==> config.mk <==
export PLATFORM = sky130hd
export DESIGN_NAME = hub_config_stop_grant_memfreq
export DESIGN_NICKNAME = d
export VERILOG_FILES = /design/src/core/hcsg_pkg.sv /design/src/core/hcsg_stop_grant_counter.sv /design/src/core/hub_config_stop_grant_memfreq.sv
export SDC_FILE = /design/constraint.sdc
export NUM_CORES = 1
export LEC_CHECK = 0
export BUFFER_PORTS_ARGS = -buffer_cell sky130_fd_sc_hd__buf_2
export CAP_MARGIN = 15
export CELL_PAD_IN_SITES_DETAIL_PLACEMENT = 2
export CELL_PAD_IN_SITES_GLOBAL_PLACEMENT = 2
export CORE_MARGIN = 3
export CORE_UTILIZATION = 24
export DETAILED_ROUTE_END_ITERATION = 16
export MAX_ROUTING_LAYER = met4
export PLACE_DENSITY_LB_ADDON = 0.15
export RECOVER_POWER = 25
export SETUP_SLACK_MARGIN = 0.02
export SLEW_MARGIN = 20
export SYNTH_ARGS = -nofsm -noshare
export SYNTH_HDL_FRONTEND = slang
export SYNTH_SLANG_ARGS = --single-unit
==> constraint.sdc <==
create_clock -name mclk -period 2.88 [get_ports mclk]
set_clock_uncertainty 0.05 [all_clocks]
set_input_delay 0.432 -clock mclk [delete_from_list [all_inputs] [get_ports mclk]]
set_output_delay 0.432 -clock mclk [all_outputs]
set_load 0.005 [all_outputs]
==> src/core/hcsg_pkg.sv <==
// Shared constants for the hub configuration stop-grant and memory frequency block
package hcsg_pkg;
   localparam int          ADDR_W          = 8;
   localparam int          DATA_W          = 16;
   localparam logic [7:0]  CFG_OFFSET      = 8'hc6;
   localparam logic [15:0] CFG_RESET       = 16'h0000;
   localparam int          NSG_MSB         = 15;
   localparam int          NSG_LSB         = 13;
   localparam int          MFREQ_MSB       = 11;
   localparam int          MFREQ_LSB       = 10;
   localparam logic [15:0] CFG_WRITE_MASK  = 16'he020;
   localparam logic [15:0] CFG_FIELD_MASK  = 16'hec20;
   localparam int          ROUTE_BIT       = 5;
   localparam logic [2:0]  NSG_ONE         = 3'h0;
   localparam logic [2:0]  NSG_TWO         = 3'h1;
   localparam logic [1:0]  MFREQ_RESET     = 2'h0;
   localparam logic [1:0]  MFREQ_333       = 2'h1;
   localparam logic [1:0]  MFREQ_400       = 2'h2;
   localparam int          SOURCE_W        = 4;
   localparam int          CNT_W           = 2;
endpackage

==> src/core/hcsg_stop_grant_counter.sv <==
// Counts stop grant cycles and raises an acknowledge request held until ackReady
`timescale 1ns/1ps
module hcsg_stop_grant_counter #(
   parameter int SOURCES = hcsg_pkg::SOURCE_W
) (
   input  wire logic               mclk,
   input  wire logic               reset_n,
   input  wire logic [2:0]         countSelect,
   input  wire logic [SOURCES-1:0] stopGrantSeen,
   input  wire logic               ackReady,
   output logic                    ackValid,
   output logic [hcsg_pkg::CNT_W-1:0] countValue
);
   logic [hcsg_pkg::CNT_W-1:0] count_q;
   logic [hcsg_pkg::CNT_W-1:0] need;
   logic [hcsg_pkg::CNT_W-1:0] hits;
   logic [hcsg_pkg::CNT_W:0]   total;
   logic                       pend_q;

   // Reserved codes fall back to a single stop grant
   always_comb begin
      need = (countSelect == hcsg_pkg::NSG_TWO) ? 2'h2 : 2'h1;
   end

   // Each thread is its own source; simultaneous hits count up to three
   always_comb begin
      hits = 2'h0;
      for (int i = 0; i < SOURCES; i++) begin
         if (stopGrantSeen[i] && hits != 2'h3) begin
            hits = hits + 2'h1;
         end
      end
      total = {1'b0, count_q} + {1'b0, hits};
   end

   always_ff @(posedge mclk) begin
      if (!reset_n) begin
         count_q <= 2'h0;
         pend_q  <= 1'b0;
      end else if (pend_q) begin
         // Counting paused until the packet leaves
         if (ackReady) begin
            pend_q  <= 1'b0;
            count_q <= 2'h0;
         end
      end else if (total >= {1'b0, need}) begin
         pend_q  <= 1'b1;
         count_q <= 2'h0;
      end else begin
         count_q <= total[hcsg_pkg::CNT_W-1:0];
      end
   end

   assign ackValid   = pend_q;
   assign countValue = count_q;
endmodule

==> src/core/hub_config_stop_grant_memfreq.sv <==
// Memory hub configuration register with stop-grant counting and memory frequency select
`timescale 1ns/1ps
// Overview of operation
// - Acknowledge sent after programmed stop-grant count
// - Code 000 one grant, 001 two
// - Each thread counts separately, up to three per cycle
// - Memory frequency field resets to 00
// - Code 01 selects 333 MHz DDR
module hub_config_stop_grant_memfreq #(
   parameter int SOURCES = hcsg_pkg::SOURCE_W
) (
   input  wire logic                        mclk,
   input  wire logic                        reset_n,
   input  wire logic [hcsg_pkg::ADDR_W-1:0] regAddr,
   input  wire logic [hcsg_pkg::DATA_W-1:0] regWdata,
   input  wire logic                        regWrite,
   input  wire logic                        regRead,
   output logic      [hcsg_pkg::DATA_W-1:0] regRdata,
   input  wire logic [SOURCES-1:0]          stopGrantIn,
   input  wire logic                        hubLinkReady,
   output logic                             hubLinkStopGrantAck,
   input  wire logic                        clockSyncDone,
   input  wire logic                        hostBusFrequency,
   output logic      [1:0]                  memoryFrequencyActive,
   output logic                             memoryRate320,
   output logic                             mdaRouteEnable
);
   // Field widths follow the bit positions of the register
   localparam int NSG_W   = hcsg_pkg::NSG_MSB - hcsg_pkg::NSG_LSB + 1;
   localparam int MFREQ_W = hcsg_pkg::MFREQ_MSB - hcsg_pkg::MFREQ_LSB + 1;

   logic [NSG_W-1:0]            countSel_q;
   logic [NSG_W-1:0]            countSel_d;
   logic [MFREQ_W-1:0]          freqSel_q;
   logic [MFREQ_W-1:0]          freqSel_d;
   logic                        routeEn_q;
   logic                        routeEn_d;
   logic [MFREQ_W-1:0]          applied_q;
   logic [MFREQ_W-1:0]          applied_d;
   logic                        rate320_q;
   logic                        rate320_d;
   logic [hcsg_pkg::DATA_W-1:0] rdata_q;
   logic [hcsg_pkg::DATA_W-1:0] rdata_d;
   logic [hcsg_pkg::DATA_W-1:0] cfgView;
   logic [SOURCES-1:0]          sgMeta_q;
   logic [SOURCES-1:0]          sgSync_q;
   logic                        csMeta_q;
   logic                        csSync_q;
   logic                        csPrev_q;
   logic                        csRise;
   logic                        hbMeta_q;
   logic                        hbSync_q;
   logic                        wrHit;
   logic                        rdHit;
   logic                        rate333Sel;

   // Register decode, shared by the read and write paths
   function automatic logic hit(input logic [hcsg_pkg::ADDR_W-1:0] a);
      hit = (a == hcsg_pkg::CFG_OFFSET);
   endfunction

   // Unimplemented and reserved bits always read as zero
   function automatic logic [hcsg_pkg::DATA_W-1:0] cfgImage(
      input logic [NSG_W-1:0]   cnt,
      input logic [MFREQ_W-1:0] freq,
      input logic               route
   );
      cfgImage                                         = '0;
      cfgImage[hcsg_pkg::NSG_MSB:hcsg_pkg::NSG_LSB]     = cnt;
      cfgImage[hcsg_pkg::MFREQ_MSB:hcsg_pkg::MFREQ_LSB] = freq;
      cfgImage[hcsg_pkg::ROUTE_BIT]                    = route;
      cfgImage                                         = cfgImage & hcsg_pkg::CFG_FIELD_MASK;
   endfunction

   // Grant lines come from the processor side, asynchronous here
   always_ff @(posedge mclk) begin
      if (!reset_n) begin
         sgMeta_q <= '0;
         sgSync_q <= '0;
      end else begin
         sgMeta_q <= stopGrantIn;
         sgSync_q <= sgMeta_q;
      end
   end

   // Sync completion arrives from the clocking logic
   always_ff @(posedge mclk) begin
      if (!reset_n) begin
         csMeta_q <= 1'b0;
         csSync_q <= 1'b0;
      end else begin
         csMeta_q <= clockSyncDone;
         csSync_q <= csMeta_q;
      end
   end

   // Previous value, so a long sync pulse applies only once
   always_ff @(posedge mclk) begin
      if (!reset_n) begin
         csPrev_q <= 1'b0;
      end else begin
         csPrev_q <= csSync_q;
      end
   end

   // Host bus setting is a strap from another domain
   always_ff @(posedge mclk) begin
      if (!reset_n) begin
         hbMeta_q <= 1'b0;
         hbSync_q <= 1'b0;
      end else begin
         hbMeta_q <= hostBusFrequency;
         hbSync_q <= hbMeta_q;
      end
   end

   always_comb begin
      wrHit      = regWrite && hit(regAddr);
      rdHit      = regRead && hit(regAddr);
      csRise     = csSync_q && !csPrev_q;
      rate333Sel = (applied_q == hcsg_pkg::MFREQ_333);
      cfgView    = cfgImage(countSel_q, freqSel_q, routeEn_q);
   end

   // Count field is expected to stay fixed once stop-clock is on
   always_comb begin
      countSel_d = countSel_q;
      freqSel_d  = freqSel_q;
      routeEn_d  = routeEn_q;
      if (wrHit) begin
         countSel_d = regWdata[hcsg_pkg::NSG_MSB:hcsg_pkg::NSG_LSB];
         freqSel_d  = regWdata[hcsg_pkg::MFREQ_MSB:hcsg_pkg::MFREQ_LSB];
         routeEn_d  = regWdata[hcsg_pkg::ROUTE_BIT];
      end
   end

   always_comb begin
      applied_d = applied_q;
      if (csRise) begin
         applied_d = freqSel_q;
      end
      // Slower host bus setting pulls the 333 rate down to 320
      rate320_d = rate333Sel && hbSync_q;
   end

   always_comb begin
      rdata_d = '0;
      if (rdHit) begin
         rdata_d = cfgView;
      end
   end

   // Stop-grant count, handed to the counter as a level
   always_ff @(posedge mclk) begin
      if (!reset_n) begin
         countSel_q <= hcsg_pkg::CFG_RESET[hcsg_pkg::NSG_MSB:hcsg_pkg::NSG_LSB];
      end else begin
         countSel_q <= countSel_d;
      end
   end

   always_ff @(posedge mclk) begin
      if (!reset_n) begin
         freqSel_q <= hcsg_pkg::MFREQ_RESET;
      end else begin
         freqSel_q <= freqSel_d;
      end
   end

   // Routing bit is only stored here; its decode lives elsewhere
   always_ff @(posedge mclk) begin
      if (!reset_n) begin
         routeEn_q <= hcsg_pkg::CFG_RESET[hcsg_pkg::ROUTE_BIT];
      end else begin
         routeEn_q <= routeEn_d;
      end
   end

   // Programmed frequency only takes effect on a sync completion edge
   always_ff @(posedge mclk) begin
      if (!reset_n) begin
         applied_q <= hcsg_pkg::MFREQ_RESET;
      end else begin
         applied_q <= applied_d;
      end
   end

   always_ff @(posedge mclk) begin
      if (!reset_n) begin
         rate320_q <= 1'b0;
      end else begin
         rate320_q <= rate320_d;
      end
   end

   // Read data stands for the one cycle after the strobe only
   always_ff @(posedge mclk) begin
      if (!reset_n) begin
         rdata_q <= '0;
      end else begin
         rdata_q <= rdata_d;
      end
   end

   hcsg_stop_grant_counter #(
      .SOURCES (SOURCES)
   ) u_counter (
      .mclk          (mclk),
      .reset_n       (reset_n),
      .countSelect   (countSel_q),
      .stopGrantSeen (sgSync_q),
      .ackReady      (hubLinkReady),
      .ackValid      (hubLinkStopGrantAck),
      .countValue    ()
   );

   assign regRdata              = rdata_q;
   assign memoryFrequencyActive = applied_q;
   assign memoryRate320         = rate320_q;
   assign mdaRouteEnable        = routeEn_q;
endmodule

==> results.sh, run 1 <==
export IMPL_drtIter0Drc=8
export IMPL_core_area_um2=5170
export IMPL_grt_ovfl_total=0
export IMPL_initial_core_util=0.252
export IMPL_fin_ws_ns=0.145
export IMPL_cp_start_kind="flop"
export IMPL_routabilityCongestion=0.748
export IMPL_slowest_delay_ns=0.47
export IMPL_maxCapViolations=0
export IMPL_htree_num_levels=2
export IMPL_synth_edf_count=0
export IMPL_worstSetupEndpoint="u_counter.ackValid$_SDFF_PN0_"
export IMPL_clk_pin_slew_worst_paths_ns=0.07
export IMPL_synth_area_um2=1300
export IMPL_setup_violations=0
export IMPL_port_buffers=35
export IMPL_crit_slowest_cell="fa_2"
export IMPL_clk_latency_ns=0.28
export IMPL_crit_cells=13
export IMPL_rows=26
export IMPL_synth_area_per_cell_um2=10.0
export IMPL_mostFrequentLayoutCells="buf_2, dfxtp_1, and2_1, nand2_1, conb_1"
export IMPL_grt_pass1_wl_um=4770
export IMPL_layout_nets=211
export IMPL_cp_num_buf_inv=1
export IMPL_final_seq_area_um2=623
export IMPL_multi_input_area_um2=697
export IMPL_final_period_utilization=0.950
export IMPL_fmax_mhz=366
export IMPL_vias_per_cell=4.01
export IMPL_critPathLaunch="sgSync_q[0]$_SDFF_PN0_"
export IMPL_r2r_slack_ns=0.14
export IMPL_synth_ff_latch_count=31
export IMPL_maxSlewViolCount=0
export IMPL_cp_required_ns=3.01
export IMPL_p_per_area_nw_per_um2=531
export IMPL_cts_setup_buffers=0
export IMPL_numCtsBuffers=5
export IMPL_crit_type="reg2reg"
export IMPL_mostFrequentLayoutCell="buf_2"
export IMPL_synthCells=130
export IMPL_grt_pass1_vias=1031
export IMPL_dominantRegCellSynth="dfxtp_1"
export IMPL_vias=962
export IMPL_path_delay_family="adder cells"
export IMPL_ys_warnings_count=0
export IMPL_reg2reg_to="u_counter.ackValid$_SDFF_PN0_"
export IMPL_groute_usage_overall=0.102
export IMPL_dieArea_um2=6350
export IMPL_ctsHoldBuffers=0
export IMPL_cts_buffer_depth=2
export IMPL_reg2reg_depth=13
export IMPL_ys_seq_area_frac=0.476
export IMPL_p_leak_nw=0.743
export IMPL_cp_max_fo=3
export IMPL_fillers=572
export IMPL_r2r_start="sgSync_q[0]$_SDFF_PN0_"
export IMPL_status="completed"
export IMPL_antenna_found_initial=0
export IMPL_synth_async_reset_ratio=0
export IMPL_dp_hpwl_um=2220
export IMPL_min_path_cells=2
export IMPL_dpl_worst_slack_ns=-0.254
export IMPL_cts_tree="built"
export IMPL_cts_root_buf="clkbuf_8"
export IMPL_cp_arrival_ns=2.86
export IMPL_final_hold_violation_count=0
export IMPL_cts_sinks=31
export IMPL_die_h_um=79.7
export IMPL_rsz0062_at_grt="true"
export IMPL_hold_path_class="in2reg"
export IMPL_die_width_um=79.7
export IMPL_firstDrtPassIters=2
export IMPL_crit_path_end_kind="flop"
export IMPL_grt_max_degree=33
export IMPL_area_growth_pct=30.1
export IMPL_wl_um=2830
export IMPL_ir_worst_vdd_v=0.000206
export IMPL_io_pins=56
export IMPL_drive_gt1_frac=0.365
export IMPL_drc_errors=0
export IMPL_min_period_ns=2.74
export IMPL_antenna_cells=0
export IMPL_ys_types=26
export IMPL_ant_nets=0
export IMPL_crit_chain="inv_2, ha_4, nor2_4, a21oi_4, ha_2, nand2b_4, xnor2_2, ha_2, fa_2, ha_4, nor3_4, o21ai_1, and3_1"
export IMPL_routedWlPerCell_um=11.8
export IMPL_fin_util=0.328
[logic make-up (layout without fill, tap and decap cells)]
group                      count (synthesis)  count (layout)  synth area share
and+or+nand+nor                           55              55             0.256
DFF                                       31              31             0.476
buffers and inverters                     19              50            0.0836
AOI/OAI and AO/OA                          8               8            0.0394
muxes                                      8               8            0.0615
adders and majority gates                  7               7            0.0730
other                                      1              10           0.00288
xor gates and xnor gates                   1               1           0.00673
[final cells by class]
class,instances,area share
flip-flops and latches,31,0.368
inverters,6,0.0133
well taps,70,0.0517
multi-input cells,89,0.411
repair buffers,36,0.108
clock buffers,7,0.0451
clock inverters,1,0.00295
[worst reg2reg max path: stages, from the launching register on]
cell and delay [ns]:
dfxtp_2 0.34, inv_2 0.04, ha_4 0.29, nor2_4 0.04, a21oi_4 0.15, ha_2 0.19, nand2b_4 0.14, xnor2_2 0.11
ha_2 0.19, fa_2 0.47, ha_4 0.19, nor3_4 0.20, o21ai_1 0.09, and3_1 0.16
[power breakdown]
| part | internal, mW | switching (mW) |
|---|---|---|
| Sequential | 0.444 | 0.0107 |
| Clock | 0.169 | 0.158 |
| Combinational | 0.0601 | 0.0573 |
| Total | 0.673 | 0.226 |
[cell usage after synthesis, drive strengths merged (2+ instances only)]
| cell | instances | area share |
|---|---|---|
| dfxtp | 31 | 0.48 |
| and2 | 19 | 0.091 |
| nand2 | 18 | 0.052 |
| buf | 10 | 0.058 |
| mux2i | 8 | 0.061 |
| ha | 6 | 0.058 |
| inv | 6 | 0.017 |
| nor2b | 6 | 0.029 |
| clkbuf | 3 | 0.0086 |
| nor2 | 3 | 0.0086 |
| nor3 | 3 | 0.024 |
| a21boi | 2 | 0.012 |
| nand2b | 2 | 0.0096 |
| nand4bb | 2 | 0.030 |
| o211ai | 2 | 0.012 |
| o21ai | 2 | 0.0077 |
[layer usage]
layer | GRT usage | wire length (um) | share of wire | vias to the layer above
li1 | - | - | - | 471
met1 | 0.103 | 1090 | 0.39 | 465
met2 | 0.179 | 1560 | 0.55 | 21
met3 | 0.0350 | 142 | 0.050 | 5
met4 | 0.0464 | 40 | 0.014 | 0
met5 | - | 0 | 0 | -
[timing repair]
action                                  in CTS  in global routing
pin swaps                                    6                  5
gates resized for setup                     13                 11
endpoints found under the setup margin       3                  3
[stage by stage]
| stage | instance area [um2] | power [mW] | hold slack [ns] | cells | TNS, ns |
|---|---|---|---|---|---|
| 2_1_floorplan | 1340 | 0.532 | 0.362 | 139 | 0 |
| 3_3_place_gp | 1530 | 0.554 | 0.369 | 232 | -0.242 |
| 3_5_place_dp | 1530 | 0.560 | 0.375 | 232 | -0.705 |
| 4_1_cts | 1650 | 0.910 | 0.302 | 240 | 0 |
| 5_1_grt | 1690 | 0.964 | 0.303 | 240 | -0.0108 |
| 6_report | 1690 | 0.900 | 0.311 | 240 | 0 |
[state kept, by name, summed over array words and instances, names as in the netlist]
signal	count
csPrev_q	1
mdaRouteEnable	1
sgSync_q	4
hbMeta_q	1
csMeta_q	1
freqSel_q	2
memoryFrequencyActive	2
hbSync_q	1
csSync_q	1
regRdata	6
u_counter.countValue	2
countSel_q	3
memoryRate320	1
sgMeta_q	4
u_counter.ackValid	1
[how the worst min path moves through the flow]
stage                                       from                     end  slack (ns)
after floorplan              csMeta_q$_SDFF_PN0_     csSync_q$_SDFF_PN0_        0.36
after global placement    sgMeta_q[3]$_SDFF_PN0_  sgSync_q[3]$_SDFF_PN0_        0.37
after detailed placement     csMeta_q$_SDFF_PN0_     csSync_q$_SDFF_PN0_        0.38
after CTS                          clockSyncDone     csMeta_q$_SDFF_PN0_        0.30
after global routing              stopGrantIn[3]  sgMeta_q[3]$_SDFF_PN0_        0.30
final                              clockSyncDone     csMeta_q$_SDFF_PN0_        0.31
(Power assumes the default switching activity.)
==> inputs of run 2 (changes only) <==
CELL_PAD_IN_SITES_DETAIL_PLACEMENT = 0   (was 2)
CELL_PAD_IN_SITES_GLOBAL_PLACEMENT = 1   (was 2)
CORE_UTILIZATION = 31   (was 24)
==> results.sh, run 2 (same netlist as run 1, synthesis figures left out) <==
export IMPL_numCtsBuffers=5
export IMPL_routedWlPerCell_um=9.87
export IMPL_grt_max_degree=33
export IMPL_firstDrtPassIters=2
export IMPL_clk_pin_slew_worst_paths_ns=0.07
export IMPL_p_per_area_nw_per_um2=534
export IMPL_antenna_found_initial=0
export IMPL_cp_start_kind="flop"
export IMPL_hold_path_class="in2reg"
export IMPL_die_width_um=70.8
export IMPL_sequentialPowerShare=0.512
export IMPL_routabilityCongestion=0.730
export IMPL_hold_slack_ns=0.307
export IMPL_ant_nets=0
export IMPL_htree_num_levels=2
export IMPL_pwr_share_comb=0.126
export IMPL_p_switching_mw=0.214
export IMPL_largest_register_ffs=6
export IMPL_dpl_cell_area_um2=1510
export IMPL_dieArea_um2=5020
export IMPL_core_area_um2=3850
export IMPL_setup_violations=0
export IMPL_port_buffers=35
export IMPL_drtIter0Drc=23
export IMPL_dp_hpwl_um=1560
export IMPL_rows=22
export IMPL_io_pins=56
export IMPL_layout_nets=213
export IMPL_fillers=388
export IMPL_power_mw=0.885
export IMPL_crit_path_end_kind="flop"
export IMPL_cp_arrival_ns=2.87
export IMPL_clockPowerShare=0.362
export IMPL_final_hold_violation_count=0
export IMPL_mostFrequentLayoutCell="buf_2"
export IMPL_maxCapViolations=0
export IMPL_cts_root_buf="clkbuf_8"
export IMPL_final_period_utilization=0.957
export IMPL_clk_latency_ns=0.28
export IMPL_cts_sinks=31
export IMPL_drive_gt1_frac=0.343
export IMPL_groute_usage_overall=0.0917
export IMPL_cts_tree="built"
export IMPL_initial_core_util=0.338
export IMPL_grt_pass1_vias=843
export IMPL_internal_power_mw=0.672
export IMPL_slew_limit_headroom=0.254
export IMPL_ir_worst_vdd_v=0.000275
export IMPL_antenna_cells=0
export IMPL_fmax_mhz=363
export IMPL_cts_buffer_depth=2
export IMPL_mostFrequentLayoutCells="buf_2, dfxtp_1, nand2_1, and2_1, conb_1"
export IMPL_maxSlewViolCount=0
export IMPL_wl_um=2170
export IMPL_area_growth_pct=27.2
export IMPL_cp_required_ns=3.00
export IMPL_crit_type="reg2reg"
export IMPL_sw_frac_of_total=0.241
export IMPL_multi_input_area_um2=673
export IMPL_min_period_ns=2.76
export IMPL_cp_max_fo=3
export IMPL_vias_per_cell=4.21
export IMPL_vias=926
export IMPL_grt_pass1_wl_um=3540
export IMPL_grt_ovfl_total=0
export IMPL_die_h_um=70.8
export IMPL_p_leak_nw=0.747
export IMPL_final_seq_area_um2=623
export IMPL_post_route_cell_area_um2=1660
export IMPL_status="completed"
export IMPL_drc_errors=0
export IMPL_tightest_slew_ns=1.12
-- run 2: cell types whose count changed in the layout (fill, tap and decap cells not counted), sizes merged --
cell    delta
clkbuf     +1
buf        +1
-- run 2: power groups by stage --
stage               combinational (mW)  sequential, mW  clock, mW
floorplan                       0.0724           0.460          0
global placement                0.0931           0.461          0
detailed placement              0.0950           0.461          0
CTS                             0.0998           0.452      0.334
global route                     0.127           0.455      0.353
finish                           0.111           0.453      0.321
-- run 2: timing repair --
| action | CTS | global route |
|---|---|---|
| pin swaps | 1 | 7 |
| hold buffers | 0 | 0 |
| buffers inserted | 0 | 1 |
| endpoints found under the setup margin | 3 | 3 |
| resized for setup | 5 | 13 |
-- run 2: per-stage QoR --
step	util	std cells	TNS, ns	worst slack, ns
floorplan	-	139	0	0.0385
global placement	0.391	211	-0.259	-0.124
detailed placement	0.391	211	-0.312	-0.130
CTS	0.418	219	0	0.0619
global route	0.430	220	-0.0128	-0.0128
finish	0.430	220	0	0.124
-- run 2: worst paths after layout --
check                         start                            end  slack (ns)  cells after the start
min reg2reg  sgMeta_q[1]$_SDFF_PN0_         sgSync_q[1]$_SDFF_PN0_        0.38                      1
max reg2reg  sgSync_q[1]$_SDFF_PN0_  u_counter.ackValid$_SDFF_PN0_        0.12                     13
max          sgSync_q[1]$_SDFF_PN0_  u_counter.ackValid$_SDFF_PN0_        0.12                     13
min                  stopGrantIn[0]         sgMeta_q[0]$_SDFF_PN0_        0.31                      2
-- run 2: worst max-delay path, stage by stage (launching register included) --
cell and delay, ns:
dfxtp_2 0.34, inv_2 0.04, ha_4 0.24, o21ai_2 0.13
nand2_1 0.07, ha_2 0.16, nand2b_4 0.15, xnor2_2 0.13
ha_2 0.19, fa_1 0.53, ha_4 0.19, nor3_4 0.17
o21ai_1 0.09, and3_1 0.16
-- run 2: layer usage --
layer / up-vias / wire [um] / share of wire / GRT usage
met5: - / 0 / 0 / -
met4: 0 / 25 / 0.012 / 0.0501
met2: 30 / 1030 / 0.47 / 0.138
met3: 4 / 143 / 0.066 / 0.0341
met1: 415 / 971 / 0.45 / 0.105
li1: 477 / - / - / -
-- run 2: area by class of cell --
cell class                      instances  area share
Multi-Input combinational cell         89       0.406
Sequential cell                        31       0.376
Timing Repair Buffer                   38       0.119
Clock buffer                            7      0.0461
Tap cell                               48      0.0363
Inverter                                6      0.0136
Clock inverter                          1     0.00302
==> inputs of run 3 (changes only) <==
CELL_PAD_IN_SITES_DETAIL_PLACEMENT = default   (was 0)
CELL_PAD_IN_SITES_GLOBAL_PLACEMENT = default   (was 1)
CORE_UTILIZATION = 42   (was 31)
==> results.sh, run 3 (same netlist as run 1, synthesis figures left out) <==
export IMPL_area_growth_pct=24.7
export IMPL_cp_arrival_ns=2.92
export IMPL_ir_worst_vdd_v=0.000284
export IMPL_grt_pass1_wl_um=3690
export IMPL_antenna_found_initial=0
export IMPL_maxSlewViolCount=0
export IMPL_io_pins=56
export IMPL_die_width_um=61.7
export IMPL_layout_nets=213
export IMPL_cts_buffer_depth=2
export IMPL_p_per_area_nw_per_um2=502
export IMPL_cp_start_kind="flop"
export IMPL_port_buffers=35
export IMPL_mostFrequentLayoutCells="buf_2, dfxtp_1, and2_1, nand2_1, conb_1"
export IMPL_rows=19
export IMPL_drtIter0Drc=18
export IMPL_groute_usage_overall=0.138
export IMPL_grt_use_met1=0.143
export IMPL_dieArea_um2=3810
export IMPL_crit_path_end_kind="flop"
export IMPL_cts_sinks=31
export IMPL_ant_nets=0
export IMPL_die_h_um=61.7
export IMPL_final_hold_violation_count=0
export IMPL_htree_num_levels=2
export IMPL_wl_um=2240
export IMPL_vias=943
export IMPL_core_area_um2=2850
export IMPL_antenna_cells=0
export IMPL_cts_root_buf="clkbuf_4"
export IMPL_cp_max_fo=3
export IMPL_initial_core_util=0.457
export IMPL_routedWlPerCell_um=11.0
export IMPL_grt_max_degree=33
export IMPL_min_period_ns=2.76
export IMPL_status="completed"
export IMPL_vias_per_cell=4.65
export IMPL_firstDrtPassIters=4
export IMPL_grt_ovfl_total=0
export IMPL_cts_tree="built"
export IMPL_p_leak_nw=0.738
export IMPL_largest_register_ffs=6
export IMPL_dp_cells=193
export IMPL_final_period_utilization=0.957
export IMPL_crit_type="reg2reg"
export IMPL_numCtsBuffers=5
export IMPL_rsz0062_at_grt="true"
export IMPL_clk_pin_slew_worst_paths_ns=0.10
export IMPL_globalRouteMet3Util=0.0744
export IMPL_maxCapViolations=0
export IMPL_grt_pass1_vias=911
export IMPL_fmax_mhz=363
export IMPL_mostFrequentLayoutCell="buf_2"
export IMPL_cp_required_ns=3.05
export IMPL_busiest_layer="met2"
export IMPL_ctsHoldBuffers=0
export IMPL_routabilityCongestion=0.745
export IMPL_dp_hpwl_um=1560
export IMPL_hold_slack_ns=0.264
export IMPL_setup_violations=0
export IMPL_met2_usage=0.214
export IMPL_clk_latency_ns=0.32
export IMPL_drive_gt1_frac=0.366
export IMPL_drc_errors=0
export IMPL_stdcell_count=203
export IMPL_hold_path_class="in2reg"
-- run 3: cell count changes in the layout (fill, tap and decap cells not counted), sizes merged --
cell | before | now
buf | 37 | 38
clkbuf | 8 | 6
clkinvlp | 0 | 1
-- run 3: final cells by class --
class                   instances  area (um2)
clock buffers                   6        41.3
clock inverters                 2        12.5
fillers                       261        1230
inverters                       6        22.5
multi-input cells              89         688
flip-flops and latches         31         623
well taps                      31        38.8
repair buffers                 38         198
-- run 3: worst max-delay path, stage by stage (launching register included) --
cell	delay, ns
dfxtp_2	0.34
inv_2	0.04
ha_4	0.26
o21ai_2	0.14
nand2_1	0.07
ha_1	0.18
nand2b_4	0.16
xnor2_2	0.13
ha_2	0.19
fa_2	0.48
ha_4	0.29
inv_2	0.04
o211ai_1	0.20
a21boi_1	0.09
-- run 3: stage by stage --
stage	util	power, mW	instance area [um2]	TNS [ns]	setup slack (ns)
detailed placement	0.518	0.556	1480	-0.410	-0.172
global route	0.569	0.866	1620	-0.0115	-0.0115
finish	0.569	0.816	1620	0	0.123
CTS	0.545	0.804	1560	0	0.0583
floorplan	-	0.532	1340	0	0.0385
global placement	0.518	0.550	1480	-0.153	-0.0767
-- run 3: power by group --
group,internal [mW],switching (mW),total [mW]
clock,0.0941,0.146,0.240
combinational,0.0647,0.0576,0.122
sequential,0.443,0.00965,0.453
total,0.602,0.214,0.816
-- run 3: path summary, 6_finish.rpt --
check,depth (start not counted),startpoint,slack (ns),end
hold reg to reg,1,sgMeta_q[2]$_SDFF_PN0_,0.39,sgSync_q[2]$_SDFF_PN0_
setup reg to reg,13,sgSync_q[1]$_SDFF_PN0_,0.12,u_counter.countValue[0]$_SDFFE_PN0P_
hold / removal,2,stopGrantIn[2],0.26,sgMeta_q[2]$_SDFF_PN0_
setup / recovery,13,sgSync_q[1]$_SDFF_PN0_,0.12,u_counter.countValue[0]$_SDFFE_PN0P_
-- run 3: metal layers --
layer / share of wire / wire length [um]
met4: 0.016 / 36
met1: 0.42 / 951
met2: 0.48 / 1090
met3: 0.074 / 167
met5: 0 / 0
-- run 3: what timing repair did --
action / CTS / global route
pin swaps: 1 / 8
setup buffers: 0 / 2
gates resized for setup: 8 / 14
setup endpoints to repair: 3 / 3
